===== src/codec_ctrl_pkg.sv =====
package codec_ctrl_pkg;

  // ----------------------------------------
  // Special-function register addresses
  // ----------------------------------------
  localparam logic [7:0] ADDR_REFERENCE_TRIM     = 8'hBA;
  localparam logic [7:0] ADDR_LINE_CODEC_VOLUME  = 8'hBB;
  localparam logic [7:0] ADDR_MIC_CODEC_VOLUME   = 8'hBC;
  localparam logic [7:0] ADDR_CODEC_GAIN_SELECT  = 8'hC7;
  localparam logic [7:0] ADDR_SYSTEM_MODE        = 8'hD0;
  localparam logic [7:0] ADDR_AUX_OUTPUT_LEVEL   = 8'hD1;

  // ----------------------------------------
  // Reset values
  // ----------------------------------------
  localparam logic [7:0] RST_REFERENCE_TRIM      = 8'hA0;
  localparam logic [7:0] RST_VOLUME              = 8'h00;
  localparam logic [7:0] RST_CODEC_GAIN_SELECT   = 8'h00;
  localparam logic [7:0] RST_SYSTEM_MODE         = 8'h00;
  localparam logic [7:0] RST_AUX_OUTPUT_LEVEL    = 8'h00;

  // ----------------------------------------
  // Writable bit masks and field positions
  // ----------------------------------------
  localparam logic [7:0] VOLUME_MASK             = 8'hC8;
  localparam logic [7:0] GAIN_SELECT_MASK        = 8'h36;
  localparam int         VOL_PLAY_HI             = 7;
  localparam int         VOL_PLAY_LO             = 6;
  localparam int         VOL_CAPTURE_BIT         = 3;
  localparam int         GS_LINE_HIGH_GAIN_BIT   = 5;
  localparam int         GS_LINE_INPUT_SEL_BIT   = 4;
  localparam int         GS_MIC_AMP_ENABLE_BIT   = 2;
  localparam int         GS_MIC_LOW_GAIN_BIT     = 1;
  localparam int         SM_LINE_ANALOG_BIT      = 0;
  localparam int         SM_LINE_DIGITAL_BIT     = 1;
  localparam int         SM_MIC_ANALOG_BIT       = 2;
  localparam int         SM_MIC_DIGITAL_BIT      = 3;
  localparam int         SM_MIC_SUPPLY_BIT       = 4;

  // ----------------------------------------
  // Playback gain codes
  // ----------------------------------------
  typedef enum logic [1:0] {
    PLAY_M12DB = 2'h0,
    PLAY_M6DB  = 2'h1,
    PLAY_0DB   = 2'h2,
    PLAY_P6DB  = 2'h3
  } play_gain_t;

  // ----------------------------------------
  // Capture gain steps, one-hot
  // ----------------------------------------
  typedef enum logic [5:0] {
    CAP_7DB  = 6'h01,
    CAP_23DB = 6'h02,
    CAP_35DB = 6'h04,
    CAP_38DB = 6'h08,
    CAP_50DB = 6'h10,
    CAP_NONE = 6'h20
  } capture_gain_t;

endpackage : codec_ctrl_pkg


===== src/codec_gain_and_vref_control.sv =====
`timescale 1ns/1ps
`default_nettype none

module codec_gain_and_vref_control (
  input  wire logic       clk,
  input  wire logic       rst_b,
  input  wire logic [7:0] sfr_addr,
  input  wire logic [7:0] sfr_wdata,
  input  wire logic       sfr_wr,
  input  wire logic       sfr_rd,
  output logic      [7:0] sfr_rdata,
  output logic            sfr_hit,
  output logic      [1:0] line_play_gain,
  output logic      [1:0] mic_play_gain,
  output logic      [5:0] line_capture_gain,
  output logic      [5:0] mic_capture_gain,
  output logic            line_input_second,
  output logic            line_adc_second,
  output logic            mic_amplifier_on,
  output logic            line_analog_enable,
  output logic            line_digital_enable,
  output logic            mic_analog_enable,
  output logic            mic_digital_enable,
  output logic            mic_supply_on,
  output logic      [7:0] reference_trim_code,
  output logic      [7:0] aux_output_code
);

  // ----------------------------------------
  // State
  // ----------------------------------------
  typedef struct packed {
    logic [7:0] reference_trim;
    logic [7:0] line_codec_volume;
    logic [7:0] mic_codec_volume;
    logic [7:0] codec_gain_select;
    logic [7:0] system_mode;
    logic [7:0] aux_output_level;
    logic [7:0] rdata;
    logic       hit;
    logic [5:0] line_cap;
    logic [5:0] mic_cap;
  } state_t;

  state_t st_r;
  state_t st_nxt;

  // ----------------------------------------
  // Gain decode
  // ----------------------------------------
  function automatic logic [5:0] line_capture(input logic [7:0] vol, input logic [7:0] gs);
    logic [5:0] g;
    g = 6'h00;
    if (gs[codec_ctrl_pkg::GS_LINE_HIGH_GAIN_BIT]) begin
      g = codec_ctrl_pkg::CAP_35DB;
    end else if (vol[codec_ctrl_pkg::VOL_CAPTURE_BIT]) begin
      g = codec_ctrl_pkg::CAP_23DB;
    end else begin
      g = codec_ctrl_pkg::CAP_7DB;
    end
    return g;
  endfunction : line_capture

  function automatic logic [5:0] mic_capture(input logic [7:0] vol, input logic [7:0] gs);
    logic [5:0] g;
    logic       hi;
    logic       amp;
    g   = 6'h00;
    hi  = vol[codec_ctrl_pkg::VOL_CAPTURE_BIT];
    amp = gs[codec_ctrl_pkg::GS_MIC_AMP_ENABLE_BIT];
    if (gs[codec_ctrl_pkg::GS_MIC_LOW_GAIN_BIT]) begin
      g = codec_ctrl_pkg::CAP_7DB;
    end else if (amp) begin
      g = hi ? codec_ctrl_pkg::CAP_50DB : codec_ctrl_pkg::CAP_38DB;
    end else begin
      g = hi ? codec_ctrl_pkg::CAP_35DB : codec_ctrl_pkg::CAP_23DB;
    end
    return g;
  endfunction : mic_capture

  // ----------------------------------------
  // Next state
  // ----------------------------------------
  always_comb begin
    st_nxt = st_r;
    if (sfr_wr) begin
      unique case (sfr_addr)
        codec_ctrl_pkg::ADDR_REFERENCE_TRIM: begin
          st_nxt.reference_trim = sfr_wdata;
        end
        codec_ctrl_pkg::ADDR_LINE_CODEC_VOLUME: begin
          st_nxt.line_codec_volume =
            sfr_wdata & codec_ctrl_pkg::VOLUME_MASK;
        end
        codec_ctrl_pkg::ADDR_MIC_CODEC_VOLUME: begin
          st_nxt.mic_codec_volume = sfr_wdata & codec_ctrl_pkg::VOLUME_MASK;
        end
        codec_ctrl_pkg::ADDR_CODEC_GAIN_SELECT: begin
          st_nxt.codec_gain_select =
            sfr_wdata & codec_ctrl_pkg::GAIN_SELECT_MASK;
        end
        codec_ctrl_pkg::ADDR_SYSTEM_MODE: begin
          st_nxt.system_mode = sfr_wdata;
        end
        codec_ctrl_pkg::ADDR_AUX_OUTPUT_LEVEL: begin
          st_nxt.aux_output_level = sfr_wdata;
        end
        default: begin
        end
      endcase
    end
    // Read data is registered; unmapped addresses read zero and drop hit
    st_nxt.hit   = 1'b0;
    st_nxt.rdata = 8'h00;
    if (sfr_rd) begin
      st_nxt.hit = 1'b1;
      unique case (sfr_addr)
        codec_ctrl_pkg::ADDR_REFERENCE_TRIM:    st_nxt.rdata = st_r.reference_trim;
        codec_ctrl_pkg::ADDR_LINE_CODEC_VOLUME: st_nxt.rdata = st_r.line_codec_volume;
        codec_ctrl_pkg::ADDR_MIC_CODEC_VOLUME:  st_nxt.rdata = st_r.mic_codec_volume;
        codec_ctrl_pkg::ADDR_CODEC_GAIN_SELECT: st_nxt.rdata = st_r.codec_gain_select;
        codec_ctrl_pkg::ADDR_SYSTEM_MODE:       st_nxt.rdata = st_r.system_mode;
        codec_ctrl_pkg::ADDR_AUX_OUTPUT_LEVEL:  st_nxt.rdata = st_r.aux_output_level;
        default: begin
          st_nxt.hit = 1'b0;
        end
      endcase
    end
    // Decode from the next register values so gains track writes without extra lag
    st_nxt.line_cap = line_capture(st_nxt.line_codec_volume, st_nxt.codec_gain_select);
    st_nxt.mic_cap  = mic_capture(st_nxt.mic_codec_volume, st_nxt.codec_gain_select);
  end

  // ----------------------------------------
  // Registers
  // ----------------------------------------
  always_ff @(posedge clk or negedge rst_b) begin
    if (!rst_b) begin
      st_r.reference_trim    <= codec_ctrl_pkg::RST_REFERENCE_TRIM;
      st_r.line_codec_volume <= codec_ctrl_pkg::RST_VOLUME;
      st_r.mic_codec_volume  <= codec_ctrl_pkg::RST_VOLUME;
      st_r.codec_gain_select <= codec_ctrl_pkg::RST_CODEC_GAIN_SELECT;
      st_r.system_mode       <= codec_ctrl_pkg::RST_SYSTEM_MODE;
      st_r.aux_output_level  <= codec_ctrl_pkg::RST_AUX_OUTPUT_LEVEL;
      st_r.rdata             <= 8'h00;
      st_r.hit               <= 1'b0;
      st_r.line_cap          <= codec_ctrl_pkg::CAP_7DB;
      st_r.mic_cap           <= codec_ctrl_pkg::CAP_23DB;
    end else begin
      st_r <= st_nxt;
    end
  end

  // ----------------------------------------
  // Outputs, all straight from flip-flops
  // ----------------------------------------
  assign sfr_rdata           = st_r.rdata;
  assign sfr_hit             = st_r.hit;
  assign line_play_gain      =
    st_r.line_codec_volume[codec_ctrl_pkg::VOL_PLAY_HI:codec_ctrl_pkg::VOL_PLAY_LO];
  assign mic_play_gain       =
    st_r.mic_codec_volume[codec_ctrl_pkg::VOL_PLAY_HI:codec_ctrl_pkg::VOL_PLAY_LO];
  assign line_capture_gain   = st_r.line_cap;
  assign mic_capture_gain    = st_r.mic_cap;
  assign line_input_second   =
    st_r.codec_gain_select[codec_ctrl_pkg::GS_LINE_INPUT_SEL_BIT];
  assign line_adc_second     =
    st_r.codec_gain_select[codec_ctrl_pkg::GS_LINE_INPUT_SEL_BIT];
  assign mic_amplifier_on    = st_r.codec_gain_select[codec_ctrl_pkg::GS_MIC_AMP_ENABLE_BIT];
  assign line_analog_enable  = st_r.system_mode[codec_ctrl_pkg::SM_LINE_ANALOG_BIT];
  assign line_digital_enable = st_r.system_mode[codec_ctrl_pkg::SM_LINE_DIGITAL_BIT];
  assign mic_analog_enable   = st_r.system_mode[codec_ctrl_pkg::SM_MIC_ANALOG_BIT];
  assign mic_digital_enable  = st_r.system_mode[codec_ctrl_pkg::SM_MIC_DIGITAL_BIT];
  assign mic_supply_on       = st_r.system_mode[codec_ctrl_pkg::SM_MIC_SUPPLY_BIT];
  // Trim code goes to the source as is; a larger code lowers the reference
  assign reference_trim_code = st_r.reference_trim;
  assign aux_output_code     = st_r.aux_output_level;

endmodule : codec_gain_and_vref_control

`default_nettype wire


===== config.mk =====
export PLATFORM = sky130hd
export DESIGN_NAME = codec_gain_and_vref_control
export DESIGN_NICKNAME = d
export VERILOG_FILES = /design/src/codec_ctrl_pkg.sv /design/src/codec_gain_and_vref_control.sv
export SDC_FILE = /design/constraint.sdc
export NUM_CORES = 1
export LEC_CHECK = 0
export CORE_MARGIN = 3
export CORE_UTILIZATION = 57
export DETAILED_ROUTE_END_ITERATION = 10
export DONT_BUFFER_PORTS = 1
export MAX_ROUTING_LAYER = met4
export PLACE_DENSITY = 0.79
export SYNTH_ARGS = -nofsm -noshare
export SYNTH_HDL_FRONTEND = slang
export SYNTH_SLANG_ARGS = --single-unit

===== constraint.sdc =====
create_clock -name clk -period 1 [get_ports clk]
set_input_delay 0.1 -clock clk [delete_from_list [all_inputs] [get_ports clk]]
set_output_delay 0.1 -clock clk [all_outputs]
set_load 0.005 [all_outputs]

* After elaboration in Yosys (flattened, before gate mapping)
Index checks and enable logic that the tools add are counted.
** Cells by class
- Eq/ne operators :: 6
- Muxes and demuxes :: 15
- Reductions and logical operators :: 7
** Operators with widths (count)
- 8-bit equality test (second input constant) :: 6
- 8-bit one-hot mux with 6 select lines :: 1
- 36-bit two-way mux :: 1
- 8-bit two-way mux :: 3
- 5-bit two-way mux :: 3
- 2-bit AND reduction :: 6
- 9-bit two-way mux :: 1
- 3-bit two-way mux :: 2
- 6-bit two-way mux :: 1
- 6-bit OR reduction :: 1
- 4-bit two-way mux :: 1
- 2-bit two-way mux :: 1
- 1-bit two-way mux :: 1
** Word-level totals
- Bits in registers :: 55
- Bits of input ports :: 20
- Output and inout bits :: 49
- Word-level logic and storage cells :: 41

* Longest topological paths before layout
- Word-level depth :: 6
- Depth in mapped cells :: 6
- Depth with buffers taken out :: 5

* Worst setup path before layout
No wires, ideal clock.
- Kind :: input -> register
- Start point :: input sfr_addr[2]
- End point :: register st_r, in the netlist aux_output_code[0]
- Setup time :: 125 ps
- Arrival :: 1044 ps
- Data required time :: 875 ps
- Slack :: -169 ps
- Stages :: 3
- Path buffers :: 0
- Path through :: nor3b_1 -> nand4_2 -> mux2_2
** Between the ends
- Word-level cells in the longest chain between the ends :: 2
** Ends and longest elaborated chain
- start, declared :: line codec_gain_and_vref_control.sv:7 : input wire logic [7:0] sfr_addr,
- 8-bit equality test :: line codec_gain_and_vref_control.sv:87 : unique case (sfr_addr)
- 2-bit AND reduction (no line)
- end signal, assigned :: line codec_gain_and_vref_control.sv:150 : st_r <= st_nxt;
- end, declared :: line codec_gain_and_vref_control.sv:45 : state_t st_r;
No other way between the ends.
A chain may end at the register's enable or synchronous reset.

==> flow_metrics.env <==
export IMPL_p_leak_nw=1.42
export IMPL_slew_violations=0
export IMPL_critPathLaunchType="register"
export IMPL_diodes=0
export IMPL_grtUsageMet2_pct=36.2
export IMPL_ant_nets=0
export IMPL_grtUsageMet3_pct=6.34
export IMPL_grtUsageTotal_pct=22.3
export IMPL_use_met1_pct=27.0
export IMPL_cap_violations=0
export IMPL_grt_antenna_before_repair=0
export IMPL_drive_above_1_share_pct=47.2
export IMPL_dieArea_sq_mm=0.00530
export IMPL_swShare_pct=21.8
export IMPL_ctsLongestPathBuffers=2
export IMPL_cts_sinks=49
export IMPL_ir_drop_uv=982
export IMPL_yosys_warnings=0
export IMPL_synth_cell_types=39
export IMPL_pre_cts_ws_ns=-0.311
export IMPL_hold_class="in2async"
export IMPL_fin_util_pct=69.1
export IMPL_p_switching_uw=792
export IMPL_coreArea_sq_mm=0.00414
export IMPL_syn_area_sq_mm=0.00254
export IMPL_grt_pass1_wl_mm=8.56
export IMPL_overflow=0
export IMPL_min_period_ns=1.13
export IMPL_status="finished, violations left"
export IMPL_cts_tree="built"
export IMPL_synthCells=207
export IMPL_gp_congestion=0.875
export IMPL_io_buffer_count=0
export IMPL_seq_area_frac_synth_pct=48.4
export IMPL_finalClockSkew_ns=0.00338
export IMPL_grt_start_max_net_pins=50
export IMPL_timing_final_ws_setup_ns=-0.128
export IMPL_power_per_cell_area_mw_per_mm2=1270
export IMPL_hold_violations=49
export IMPL_most_common_layout_cells="dfrtp_1, mux2_2, buf_4"
export IMPL_finalSetupViolations=10
export IMPL_drt_iter0_drc=87
export IMPL_num_io_pins=69
export IMPL_path_clk_slew_ns=0.08
export IMPL_rows=23
export IMPL_power_combinational_fraction_pct=10.0
export IMPL_ys_seq_elements=49
export IMPL_first_global_vias=1643
export IMPL_violations="negative hold slack, negative setup slack"
export IMPL_busiest_layer="met2"
export IMPL_pwr_share_seq_pct=58.7
export IMPL_timing_hold_ws_ns=-0.512
export IMPL_area_delta_synth_final_pct=12.6
export IMPL_cts_hold_buf=9
export IMPL_finalCritPeriodShare_pct=113
export IMPL_num_vias=1528
export IMPL_worstPathArrival_ns=1.31
export IMPL_routed_wl_mm=5.33
export IMPL_grt_setup_unrepaired="yes"
export IMPL_htree_num_levels=2
export IMPL_initial_utilization_pct=61.4
export IMPL_end_kind="register"
export IMPL_syn_area_per_cell_sq_um=12.3
export IMPL_routedWlPerCell_um=20.2
export IMPL_numCtsBuffers=5
export IMPL_cp_max_fo=2
export IMPL_fmaxAchievable_mhz=887
export IMPL_via_per_inst=5.79
export IMPL_clkLatencyLatePin_ns=0.30
export IMPL_first_pass_iters=4
export IMPL_die_h_um=72.8
export IMPL_hpwlAfterDp_mm=3.84
export IMPL_drcViolationCount=0
export IMPL_pwr_share_clk_pct=31.2
export IMPL_root_buffer="clkbuf_8"
export IMPL_worstPathRequired_ns=1.18
export IMPL_final_common_cell="dfrtp_1"
export IMPL_nets=234
export IMPL_die_w_um=72.8
export IMPL_criticalPathCategory="reg2reg"
export IMPL_cellInternalPower_mw=2.84
through the flow:
step | hold slack, ns | area (sq um) | setup TNS (ns) | std cells | power (mW)
after floorplan | -0.196 | 2640 | -3.75 | 210 | 2.44
after global placement | -0.194 | 2570 | -9.38 | 245 | 2.43
after detailed placement | -0.194 | 2570 | -10.86 | 245 | 2.45
after CTS | -0.519 | 2800 | -0.574 | 262 | 3.63
after global routing | -0.526 | 2870 | -1.17 | 264 | 3.76
final | -0.512 | 2870 | -0.577 | 264 | 3.63
worst max-delay path: stages, from the launching register on:
cell	delay, ns
dfrtp_1	0.40
mux2_4	0.27
a22oi_2	0.11
o22a_1	0.18
nor2_1	0.05
synth_stat cells, drive strengths merged:
cell type	n	area [sq um]
nand3	2	27.5
mux2	33	375
nor2	15	56.3
and4bb	1	12.5
nor2b	2	12.5
a211oi	1	12.5
a21oi	1	5.00
o22a	3	26.3
nor4b	1	15.0
nand4	4	43.8
a2bb2oi	1	8.76
and3	1	6.26
o21a	1	7.51
o211a	1	10.0
dfrtp	45	1130
buf	46	354
o21ai	4	23.8
conb	1	3.75
inv	4	15.0
and3b	1	8.76
or3b	1	8.76
a22o	1	8.76
clkbuf	1	5.00
mux2i	11	110
a22oi	6	45.0
dfstp	4	105
nor3b	2	20.0
and2b	2	15.0
o2bb2ai	3	26.3
and4b	3	31.3
nand2	5	18.8
path summary, 6_finish.rpt:
check,slack (ns),start,cells past startpoint,end
max,-0.13,line_play_gain[1],4,sfr_rdata[7]
min,-0.51,rst_b,0,mic_digital_enable
max reg2reg,-0.13,line_play_gain[1],4,sfr_rdata[7]
min reg2reg,0.51,st_r[35],1,st_r[35]
max in group asynchronous,1.33,rst_b,0,reference_trim_code[7]
min in group clk,0.03,sfr_wdata[3],2,aux_output_code[3]
state kept, by name (all words and copies together) (netlist names), 2 cells and up:
signal,count
aux_output_code,8
line_capture_gain,2
line_play_gain,2
mic_capture_gain,4
mic_play_gain,2
reference_trim_code,8
sfr_rdata,8
st_r,7
area by class of cell:
class / count / area, sq um
Multi-Input combinational cell: 110 / 1070
Timing Repair Buffer: 44 / 399
Inverter: 4 / 15.0
Clock buffer: 7 / 86.3
Tap cell: 50 / 62.6
Sequential cell: 49 / 1230
Fill cell: 318 / 1280
what timing repair did:
| item | 4_1_cts | 5_1_grt |
|---|---|---|
| pin swaps | 10 | 14 |
| gates resized for setup | 11 | 14 |
| endpoints found under the hold margin | 91 | 49 |
| setup buffers | 1 | 2 |
| endpoints found under the setup margin | 8 | 27 |
layer usage:
metal,routed length [um],vias to the layer above,share of wire [%]
met5,0,-,0
met3,434,11,8.1
met4,103,0,1.9
met2,2630,71,49
li1,-,696,-
met1,2160,750,41
logic make-up (layout without fill, tap and decap cells):
family | count (synthesis) | count (layout) | synth area share (%)
other | 1 | 4 | 0.147
and+or+nand+nor | 40 | 40 | 10.9
muxes | 44 | 44 | 19.1
AOI/OAI and AO/OA | 22 | 22 | 6.83
DFF | 49 | 49 | 48.4
buffers and inverters | 51 | 55 | 14.7
power by group through the flow:
stage                     combinational (mW)  clock (mW)  sequential, mW
after detailed placement               0.281           0            2.16
final                                  0.364        1.13            2.13
after global placement                 0.270           0            2.16
after floorplan                        0.293           0            2.15
after CTS                              0.345        1.16            2.13
after global routing                   0.392        1.22            2.14
No activity file was read; power rests on OpenSTA's default activity.
